`src/verilog/cfg_header_pkg.sv`:
```
// Constants for the configuration header and application register window.
package cfg_header_pkg;

   // ************************************************************
   // Configuration header offsets (byte addresses).
   // ************************************************************
   localparam logic [7:0] CFG_IDENT = 8'h00;
   localparam logic [7:0] CFG_COMMAND = 8'h04;
   localparam logic [7:0] CFG_CLASS_REV = 8'h08;
   localparam logic [7:0] CFG_HDR_LAT = 8'h0c;
   localparam logic [7:0] CFG_MEM_BASE = 8'h10;
   localparam logic [7:0] CFG_INT_HINTS = 8'h3c;

   // ************************************************************
   // Command word fields.
   // ************************************************************
   localparam int CMD_MEM_BIT = 1;
   localparam int CMD_MASTER_BIT = 2;

   // ************************************************************
   // Fixed read-back values, reset values and write masks.
   // ************************************************************
   localparam logic [23:0] CLASS_CODE = 24'h040000;
   localparam logic [7:0] REVISION_DEFAULT = 8'h5a; // Arbitrary value.
   localparam logic [31:0] IDENT_DEFAULT = 32'h0000_0000; // Arbitrary value.
   localparam logic [7:0] MAX_LAT_HINT = 8'h10;
   localparam logic [7:0] MIN_GNT_HINT = 8'h02;
   localparam logic [7:0] INT_PIN_VALUE = 8'h01;
   localparam logic [7:0] INT_LINE_RESET = 8'h0a;
   localparam logic [7:0] LAT_TIMER_RESET = 8'h00;
   localparam logic [7:0] LAT_TIMER_WMASK = 8'hf8;
   localparam logic [31:0] MEM_BASE_WMASK = 32'hffff_f000;
   localparam int WINDOW_BITS = 12;

   // ************************************************************
   // Application register offsets within the 4 KB window.
   // ************************************************************
   localparam logic [11:0] APP_HORIZ = 12'h000;
   localparam logic [11:0] APP_VIDEO_CTRL = 12'h028;
   localparam logic [11:0] APP_SYSTEM_CTRL = 12'h03c;
   localparam logic [11:0] APP_CODE_CTRL = 12'h100;

   // Horizontal register: polarity bit 30, start 19:10, end 9:0.
   localparam logic [31:0] HORIZ_WMASK = 32'h400f_ffff;
   localparam logic [31:0] HORIZ_RESET = 32'h0000_07ff;
   // Video control: bit 0 capture on, bit 1 single picture, bit 2 grab request.
   localparam int VID_ON_BIT = 0;
   localparam int VID_SINGLE_BIT = 1;
   localparam int VID_GRAB_BIT = 2;
   localparam logic [31:0] VIDEO_WMASK = 32'h0000_0007;
   localparam logic [31:0] VIDEO_RESET = 32'h0000_0000;
   // System control: bit 0 run (0 holds soft reset), bit 1 JPEG process reset.
   localparam int SYS_RUN_BIT = 0;
   localparam int SYS_JPEG_HOLD_BIT = 1;
   localparam logic [31:0] SYSTEM_WMASK = 32'h0000_0003;
   localparam logic [31:0] SYSTEM_RESET = 32'h0000_0002;
   // Code control: bit 0 compressed read on.
   localparam int CODE_ON_BIT = 0;
   localparam logic [31:0] CODE_WMASK = 32'h0000_0001;
   localparam logic [31:0] CODE_RESET = 32'h0000_0000;

endpackage : cfg_header_pkg

```
`src/verilog/cfg_header.sv`:
```
// Configuration header and memory window decode for the video controller.
`timescale 1ns/1ns

module cfg_header (
   // Clock and reset.
   input wire logic clock_in,
   input wire logic resetn_in,
   // Target request from the bus front end.
   input wire logic req_valid_in,
   input wire logic req_is_cfg_in,
   input wire logic req_write_in,
   input wire logic [31:0] req_addr_in,
   input wire logic [3:0] req_byte_en_in,
   input wire logic [31:0] req_wdata_in,
   // Target answer.
   output logic done_out,
   output logic claim_out,
   output logic [31:0] rdata_out,
   // Initiator side.
   input wire logic master_want_in,
   input wire logic burst_start_in,
   input wire logic burst_active_in,
   input wire logic grant_in,
   output logic master_permit_out,
   output logic burst_stop_out,
   // Controls to the rest of the device.
   output logic soft_reset_out,
   output logic video_capture_on_out,
   output logic single_picture_mode_out,
   output logic picture_grab_request_out,
   output logic compressed_read_on_out,
   output logic jpeg_hold_out,
   output logic [31:0] horiz_config_out
);

   // ************************************************************
   // Storage.
   // ************************************************************

   logic mem_enable;
   logic master_enable;
   logic [7:0] latency_timer;
   logic [31:0] memory_window_base;
   logic [7:0] interrupt_line;
   logic [31:0] horiz_config;
   logic [31:0] video_ctrl;
   logic [31:0] system_ctrl;
   logic [31:0] code_ctrl;
   logic soft_reset;
   logic cfg_wr;
   logic app_hit;
   logic app_wr;
   logic [11:0] app_off;
   logic [7:0] cfg_off;
   logic [31:0] next_rdata;
   logic [15:0] command_view;

   // Merge write data into a register over enabled lanes and writable bits.
   function automatic logic [31:0] lane_merge(input logic [31:0] old_value,
                                              input logic [31:0] new_value,
                                              input logic [3:0] byte_en,
                                              input logic [31:0] wmask);
      logic [31:0] lanes;
      lanes = {{8{byte_en[3]}}, {8{byte_en[2]}}, {8{byte_en[1]}}, {8{byte_en[0]}}};
      lane_merge = (old_value & ~(lanes & wmask)) | (new_value & lanes & wmask);
   endfunction : lane_merge

   // ************************************************************
   // Decode.
   // ************************************************************

   // Low address bits are dropped: every register is one aligned word.
   assign cfg_off = {req_addr_in[7:2], 2'b00};
   assign app_off = {req_addr_in[11:2], 2'b00};
   assign cfg_wr = req_valid_in && req_is_cfg_in && req_write_in;
   // The window claims only with memory space enabled and the base matched.
   assign app_hit = req_valid_in && !req_is_cfg_in && mem_enable
                    && req_addr_in[31:cfg_header_pkg::WINDOW_BITS]
                       == memory_window_base[31:cfg_header_pkg::WINDOW_BITS];
   // Video, code and horizontal values are not latched while the device sits in soft reset.
   assign app_wr = app_hit && req_write_in && !soft_reset;
   assign soft_reset = !system_ctrl[cfg_header_pkg::SYS_RUN_BIT];
   // Only bits 2 and 1 exist; all other command bits read as zero.
   assign command_view = {13'h0000, master_enable, mem_enable, 1'b0};

   // ************************************************************
   // Configuration header registers (hardware reset only).
   // ************************************************************

   // Command word: only the memory and master permissions are writable.
   always_ff @(posedge clock_in or negedge resetn_in) begin
      if (!resetn_in) begin
         mem_enable <= 1'b0;
         master_enable <= 1'b0;
      end else if (cfg_wr && cfg_off == cfg_header_pkg::CFG_COMMAND
                   && req_byte_en_in[0]) begin
         mem_enable <= req_wdata_in[cfg_header_pkg::CMD_MEM_BIT];
         master_enable <= req_wdata_in[cfg_header_pkg::CMD_MASTER_BIT];
      end
   end

   // Latency timer keeps its three low bits at zero.
   always_ff @(posedge clock_in or negedge resetn_in) begin
      if (!resetn_in) begin
         latency_timer <= cfg_header_pkg::LAT_TIMER_RESET;
      end else if (cfg_wr && cfg_off == cfg_header_pkg::CFG_HDR_LAT
                   && req_byte_en_in[1]) begin
         latency_timer <= req_wdata_in[15:8] & cfg_header_pkg::LAT_TIMER_WMASK;
      end
   end

   // Memory base: low twelve bits fixed at zero give a 4 KB aligned window.
   always_ff @(posedge clock_in or negedge resetn_in) begin
      if (!resetn_in) begin
         memory_window_base <= 32'h0000_0000;
      end else if (cfg_wr && cfg_off == cfg_header_pkg::CFG_MEM_BASE) begin
         memory_window_base <= lane_merge(memory_window_base, req_wdata_in,
                                          req_byte_en_in,
                                          cfg_header_pkg::MEM_BASE_WMASK);
      end
   end

   // Interrupt line is stored for software only and drives nothing.
   always_ff @(posedge clock_in or negedge resetn_in) begin
      if (!resetn_in) begin
         interrupt_line <= cfg_header_pkg::INT_LINE_RESET;
      end else if (cfg_wr && cfg_off == cfg_header_pkg::CFG_INT_HINTS
                   && req_byte_en_in[0]) begin
         interrupt_line <= req_wdata_in[7:0];
      end
   end

   // ************************************************************
   // Application registers.
   // ************************************************************

   // System control stays writable in soft reset so software can release it; soft reset sets its JPEG hold bit.
   always_ff @(posedge clock_in or negedge resetn_in) begin
      if (!resetn_in) begin
         system_ctrl <= cfg_header_pkg::SYSTEM_RESET;
      end else if (app_hit && req_write_in
                   && app_off == cfg_header_pkg::APP_SYSTEM_CTRL) begin
         system_ctrl <= lane_merge(system_ctrl, req_wdata_in, req_byte_en_in,
                                   cfg_header_pkg::SYSTEM_WMASK);
      end else if (soft_reset) begin
         system_ctrl[cfg_header_pkg::SYS_JPEG_HOLD_BIT] <= 1'b1;
      end
   end

   // Video controls return to defaults throughout soft reset.
   always_ff @(posedge clock_in or negedge resetn_in) begin
      if (!resetn_in) begin
         video_ctrl <= cfg_header_pkg::VIDEO_RESET;
      end else if (soft_reset) begin
         video_ctrl <= cfg_header_pkg::VIDEO_RESET;
      end else if (app_wr && app_off == cfg_header_pkg::APP_VIDEO_CTRL) begin
         video_ctrl <= lane_merge(video_ctrl, req_wdata_in, req_byte_en_in,
                                  cfg_header_pkg::VIDEO_WMASK);
      end
   end

   // Code controls return to defaults throughout soft reset.
   always_ff @(posedge clock_in or negedge resetn_in) begin
      if (!resetn_in) begin
         code_ctrl <= cfg_header_pkg::CODE_RESET;
      end else if (soft_reset) begin
         code_ctrl <= cfg_header_pkg::CODE_RESET;
      end else if (app_wr && app_off == cfg_header_pkg::APP_CODE_CTRL) begin
         code_ctrl <= lane_merge(code_ctrl, req_wdata_in, req_byte_en_in,
                                 cfg_header_pkg::CODE_WMASK);
      end
   end

   // Horizontal front-end setup; changing it mid-capture is software's
   // hazard, so no interlock is built here.
   always_ff @(posedge clock_in or negedge resetn_in) begin
      if (!resetn_in) begin
         horiz_config <= cfg_header_pkg::HORIZ_RESET;
      end else if (soft_reset) begin
         horiz_config <= cfg_header_pkg::HORIZ_RESET;
      end else if (app_wr && app_off == cfg_header_pkg::APP_HORIZ) begin
         horiz_config <= lane_merge(horiz_config, req_wdata_in, req_byte_en_in,
                                    cfg_header_pkg::HORIZ_WMASK);
      end
   end

   // ************************************************************
   // Read data.
   // ************************************************************

   // Reads return whole words; byte enables only matter to the bus.
   always_comb begin
      next_rdata = 32'h0000_0000;
      if (req_is_cfg_in) begin
         if (cfg_off == cfg_header_pkg::CFG_IDENT) begin
            next_rdata = cfg_header_pkg::IDENT_DEFAULT;
         end else if (cfg_off == cfg_header_pkg::CFG_COMMAND) begin
            next_rdata = {16'h0000, command_view};
         end else if (cfg_off == cfg_header_pkg::CFG_CLASS_REV) begin
            next_rdata = {cfg_header_pkg::CLASS_CODE,
                          cfg_header_pkg::REVISION_DEFAULT};
         end else if (cfg_off == cfg_header_pkg::CFG_HDR_LAT) begin
            next_rdata = {16'h0000, latency_timer, 8'h00};
         end else if (cfg_off == cfg_header_pkg::CFG_MEM_BASE) begin
            next_rdata = memory_window_base;
         end else if (cfg_off == cfg_header_pkg::CFG_INT_HINTS) begin
            next_rdata = {cfg_header_pkg::MAX_LAT_HINT,
                          cfg_header_pkg::MIN_GNT_HINT,
                          cfg_header_pkg::INT_PIN_VALUE,
                          interrupt_line};
         end
      end else begin
         if (app_off == cfg_header_pkg::APP_HORIZ) begin
            next_rdata = horiz_config;
         end else if (app_off == cfg_header_pkg::APP_VIDEO_CTRL) begin
            next_rdata = video_ctrl;
         end else if (app_off == cfg_header_pkg::APP_SYSTEM_CTRL) begin
            next_rdata = system_ctrl;
         end else if (app_off == cfg_header_pkg::APP_CODE_CTRL) begin
            next_rdata = code_ctrl;
         end
      end
   end

   // ************************************************************
   // Answer.
   // ************************************************************

   // Every request completes one cycle later; claim shows whether we took it.
   // Configuration writes to fixed fields still complete normally.
   always_ff @(posedge clock_in or negedge resetn_in) begin
      if (!resetn_in) begin
         done_out <= 1'b0;
         claim_out <= 1'b0;
         rdata_out <= 32'h0000_0000;
      end else begin
         done_out <= req_valid_in;
         claim_out <= (req_valid_in && req_is_cfg_in) || app_hit;
         if ((req_valid_in && req_is_cfg_in) || app_hit) begin
            rdata_out <= req_write_in ? 32'h0000_0000 : next_rdata;
         end else begin
            rdata_out <= 32'h0000_0000;
         end
      end
   end

   // ************************************************************
   // Initiator permission and device controls.
   // ************************************************************

   // The initiator may start only with mastering enabled and outside soft reset.
   always_ff @(posedge clock_in or negedge resetn_in) begin
      if (!resetn_in) begin
         master_permit_out <= 1'b0;
      end else begin
         master_permit_out <= master_want_in && master_enable && !soft_reset;
      end
   end

   // Control outputs are registered copies so they are clean flop outputs.
   always_ff @(posedge clock_in or negedge resetn_in) begin
      if (!resetn_in) begin
         soft_reset_out <= 1'b1;
         video_capture_on_out <= 1'b0;
         single_picture_mode_out <= 1'b0;
         picture_grab_request_out <= 1'b0;
         compressed_read_on_out <= 1'b0;
         jpeg_hold_out <= 1'b1;
         horiz_config_out <= cfg_header_pkg::HORIZ_RESET;
      end else begin
         soft_reset_out <= soft_reset;
         video_capture_on_out <= video_ctrl[cfg_header_pkg::VID_ON_BIT];
         single_picture_mode_out <= video_ctrl[cfg_header_pkg::VID_SINGLE_BIT];
         picture_grab_request_out <= video_ctrl[cfg_header_pkg::VID_GRAB_BIT];
         compressed_read_on_out <= code_ctrl[cfg_header_pkg::CODE_ON_BIT];
         jpeg_hold_out <= system_ctrl[cfg_header_pkg::SYS_JPEG_HOLD_BIT];
         horiz_config_out <= horiz_config;
      end
   end

   // ************************************************************
   // Burst limiter.
   // ************************************************************

   burst_limit limiter (
      .clock_in(clock_in),
      .resetn_in(resetn_in),
      .latency_count_in(latency_timer),
      .burst_start_in(burst_start_in),
      .burst_active_in(burst_active_in),
      .grant_in(grant_in),
      .burst_stop_out(burst_stop_out)
   );

endmodule : cfg_header

```
`src/verilog/burst_limit.sv`:
```
// Latency-timer burst limiter for bursts started by the device as initiator.
`timescale 1ns/1ns

module burst_limit (
   // Clock and reset.
   input wire logic clock_in,
   input wire logic resetn_in,
   // Programmed latency count and bus state.
   input wire logic [7:0] latency_count_in,
   input wire logic burst_start_in,
   input wire logic burst_active_in,
   input wire logic grant_in,
   // Request to end the burst.
   output logic burst_stop_out
);

   logic [7:0] remaining;

   // ************************************************************
   // Countdown.
   // ************************************************************

   // The count is loaded at each burst start and runs down once per clock while the burst is active, stopping at zero.
   always_ff @(posedge clock_in or negedge resetn_in) begin
      if (!resetn_in) begin
         remaining <= 8'h00;
      end else if (burst_start_in) begin
         remaining <= latency_count_in;
      end else if (burst_active_in && remaining != 8'h00) begin
         remaining <= remaining - 8'h01;
      end
   end

   // Stop only once the count is spent and the grant has gone away.
   always_ff @(posedge clock_in or negedge resetn_in) begin
      if (!resetn_in) begin
         burst_stop_out <= 1'b0;
      end else begin
         burst_stop_out <= burst_active_in && !burst_start_in && !grant_in
                           && remaining == 8'h00;
      end
   end

endmodule : burst_limit

```
`config.mk`:
```
export PLATFORM = sky130hd
export DESIGN_NAME = cfg_header
export DESIGN_NICKNAME = d
export VERILOG_FILES = /design/src/verilog/cfg_header_pkg.sv /design/src/verilog/cfg_header.sv /design/src/verilog/burst_limit.sv
export SDC_FILE = /design/constraint.sdc
export NUM_CORES = 1
export LEC_CHECK = 0
export BUFFER_PORTS_ARGS = -buffer_cell sky130_fd_sc_hd__clkbuf_2
export CORE_MARGIN = 4
export CORE_UTILIZATION = 47
export DETAILED_ROUTE_END_ITERATION = 12
export PLACE_DENSITY_LB_ADDON = 0.08
export SYNTH_ARGS = -nofsm -noshare
export SYNTH_HDL_FRONTEND = slang
export SYNTH_SLANG_ARGS = --single-unit
```
`constraint.sdc`:
```
create_clock -name clock_in -period 2.2 [get_ports clock_in]
set_input_delay 0 -clock clock_in [delete_from_list [all_inputs] [get_ports clock_in]]
set_output_delay 0 -clock clock_in [all_outputs]
set_load 0.02 [all_outputs]
```
==> results_dict.tcl <==
set metrics [dict create \
    cts_root_buf "clkbuf_16" \
    worstReg2RegEnd "code_ctrl[0]" \
    syn_avg_cell_area_um2 12.0 \
    critPathMaxStageDelay_ns 0.44 \
    period_needed_ns 2.15 \
    grt-ovfl-total 0 \
    drt_iter0_drc 266 \
    avgRoutedWirePerCell_um 17.9 \
    io_pins 151 \
    grtUsageTotal_pct 22.7 \
    vdd_drop_max_uv 539 \
    place_congestion 0.836 \
    drive_gt1_share_pct 39.7 \
    die_w_um 118 \
    synthTopCellsByArea "dfrtp_1 (47%), dfstp_2 (13%), mux2_2 (7.3%), mux2i_1 (4.6%), xor2_1 (3.4%)" \
    period_share_pct 97.9 \
    cts_sinks 133 \
    grt_pass1_wl_mm 24.8 \
    hp-start "req_byte_en_in[2]" \
    hp-class "input port to flop" \
    netlist_instances 473 \
    rsz0062_at_grt "yes" \
    numPortBuffers 137 \
    antennaDiodeCount 0 \
    cp.arrival_ns 2.49 \
    setup_violations 0 \
    clockBufferDepth 2 \
    global_route.usage.met1_pct 30.3 \
    synth.mux.area_fraction_pct 11.9 \
    slew_headroom_pct 65.2 \
    numCtsBuffers 17 \
    r2r-start "memory_window_base[16]" \
    synth_edf_count 0 \
    drt-pass1-iter-count 4 \
    critPathKind "flop to flop" \
    clkSlewWorstSetupHoldPaths_ns 0.05 \
    multiInputGateArea_um2 2190 \
    synth-seq-area-share_pct 59.3 \
    p_leak_uw 0.00388 \
    nFillCells 927 \
    worstRegToRegCells 6 \
    yosys_warnings 0 \
    grtUsageMet3_pct 6.54 \
    final-seq-area_um2 3360 \
    pwr-share-comb_pct 11.2 \
    final_util_pct 66.5 \
    power_density_nw_per_um2 774 \
    seqPwrFrac_pct 43.7 \
    avgViaCountPerCell 5.25 \
    dr_total_vias 4389 \
    cp.required_ns 2.54 \
    ys.flop_type "dfrtp_1" \
    path_buf_inv 0 \
    end_kind "flop" \
    yosysTopAreaCellShare_pct 46.8 \
    start_kind "flop" \
    synth_fa_ha_area_share_pct 0.441 \
    top_usage_layer "met2" \
    fmax_mhz 464 \
    synth_cell_types 47 \
    grt_pass1_vias 4708 \
    status "completed" \
    area_delta_synth_final_pct 36.3 \
    final_hold_viol_count 0 \
    tns_ns 0 \
    globalRouteMet2Util_pct 34.8 \
    coreArea_um2 11600 \
    synth_compound_gate_area_share_pct 5.71 \
    nets 759 \
    yosys.area_share.simple_pct 14.8 \
    power_switching_uw 1400 \
    initial_core_util_pct 48.8 \
    synth_xor_area_share_pct 4.02 \
    die_area_um2 13900 \
    crit_family "simple AND/OR/NAND/NOR gates" \
    synth_largest_area_cell "dfrtp_1" \
    worst_pin_slew_ns 0.522 \
    cts_tree "done" \
    antenna_found_initial 0 \
    worstSkewPairLatency_ns 0.41 \
    syn-cell-area_um2 5670 \
    htreeDepth 4 \
    pwr-share-clk_pct 45.1 \
    maxCapViolCount 0 \
    grt_start_max_net_pins 58 \
    drc 0 \
    ys_ff_latch 133 \
    cp_max_fo 3 \
    synth_top_family_by_area "simple AND/OR/NAND/NOR gates" \
    ant_nets 0 \
    swShare_pct 23.5 \
    hold_path_depth 3 \
    synthArstFlopShare_pct 100 \
    wl_mm 15.0 \
    rrSetupSlack_ns 0.05 \
    row_count 39 \
    worstPathCellList "xor2_1, nor4_2, nand3_1, or4_4, or3_4, a21oi_2" \
    internal_power_uw 4570 \
    die_y_um 118 \
    skew_ns 0.00607 \
    min_to "horiz_config[19]" \
    cp_slowest_cell "or4_4" \
    dp_hpwl_mm 10.4 \
    drv_slew 0 \
]
## synth_stat cells, drive strengths merged (3+ instances only)
cell    number
dfrtp      106
nor2        42
mux2        37
nand2       37
dfstp       27
mux2i       26
xor2        22
a21oi       19
and3        18
clkbuf      18
nand3       16
buf         15
nor4        14
nor3         9
a22oi        7
inv          7
a22o         5
o21ai        5
a31oi        4
or4          4
xnor2        4
a211oi       3
nand3b       3
nand4        3
or3          3
## layout make-up
type / count / share of cell area, %
clock buffer: 28 / 6.30
clock inverter: 4 / 0.907
inverter: 7 / 0.340
multi-input combinational: 310 / 28.4
sequential: 133 / 43.5
tap: 143 / 2.32
timing repair buffer: 211 / 18.2
## cells in the final DEF (no fill, tap or decap), types with 9 or more instances in the layout
master / n
clkbuf_2: 135
dfrtp_1: 106
nor2_1: 42
dlygate4sd3_1: 41
mux2_2: 37
nand2_1: 36
buf_4: 29
dfstp_2: 27
mux2i_1: 26
xor2_1: 21
a21oi_1: 18
and3_1: 17
clkbuf_16: 17
nand3_1: 14
conb_1: 11
nor4_1: 9
clkbuf_1: 9
## worst register-to-register path: stages (launching register included)
cell	delay (ns)
dfrtp_1	0.40
xor2_1	0.19
nor4_2	0.36
nand3_1	0.17
or4_4	0.45
or3_4	0.38
a21oi_2	0.13
## cell families (layout without fill, tap and decap cells)
group | after synthesis | after routing
and+or+nand+nor | 158 | 158
muxes | 63 | 63
DFF | 133 | 133
other | 1 | 11
buffers and inverters | 40 | 250
adders and majority gates | 2 | 2
AOI/OAI and AO/OA | 50 | 50
xor gates and xnor gates | 26 | 26
## sequential cells by signal, indices dropped and copies added (netlist names)
register,count
code_ctrl,1
soft_reset_out,1
jpeg_hold_out,1
system_ctrl,2
single_picture_mode_out,1
limiter.burst_stop_out,1
latency_timer,5
claim_out,1
interrupt_line,8
picture_grab_request_out,1
video_capture_on_out,1
master_permit_out,1
mem_enable,1
video_ctrl,3
master_enable,1
limiter.remaining,8
horiz_config_out,21
rdata_out,32
memory_window_base,20
compressed_read_on_out,1
horiz_config,21
done_out,1
## power groups by stage
| stage | registers (uW) | clock network, uW | logic, uW |
|---|---|---|---|
| after global placement | 2650 | 0 | 586 |
| after floorplan | 2640 | 0 | 369 |
| after detailed placement | 2650 | 0 | 598 |
| after CTS | 2610 | 2730 | 663 |
| final | 2610 | 2700 | 669 |
| after global routing | 2630 | 2870 | 755 |
## how the worst max path moves through the flow
stage	start	end	slack, ns	cells after the start
global route	memory_window_base[12]	code_ctrl[0]	-0.06	6
finish	memory_window_base[16]	code_ctrl[0]	0.05	6
CTS	memory_window_base[26]	horiz_config[11]	0.002	8
floorplan	memory_window_base[26]	horiz_config[11]	0.11	6
detailed placement	memory_window_base[28]	code_ctrl[0]	0.04	6
global placement	memory_window_base[31]	rdata_out[1]	0.06	7
## routing by layer
| layer | wire (um) | up-vias |
|---|---|---|
| li1 | - | 2056 |
| met1 | 6680 | 2134 |
| met2 | 6910 | 170 |
| met3 | 1050 | 29 |
| met4 | 335 | 0 |
| met5 | 0 | - |
## repair_timing
item                                    4_1_cts  5_1_grt
endpoints found under the setup margin        0       49
hold buffers                                 42        0
endpoints found under the hold margin       131        0
resized for setup                             0       12
setup buffers                                 0        7
## metrics by stage
stage	hold slack, ns	total power (uW)	setup slack [ns]	std cells	area (um^2)
floorplan	-0.296	3010	0.113	483	5710
global placement	-0.0166	3240	0.0564	756	6650
detailed placement	-0.00835	3250	0.0444	756	6650
global route	0.0904	6250	-0.0602	836	7730
finish	0.0686	5980	0.0471	836	7730
CTS	0.0428	6010	0.00203	830	7620
(Power assumes the default switching activity.)
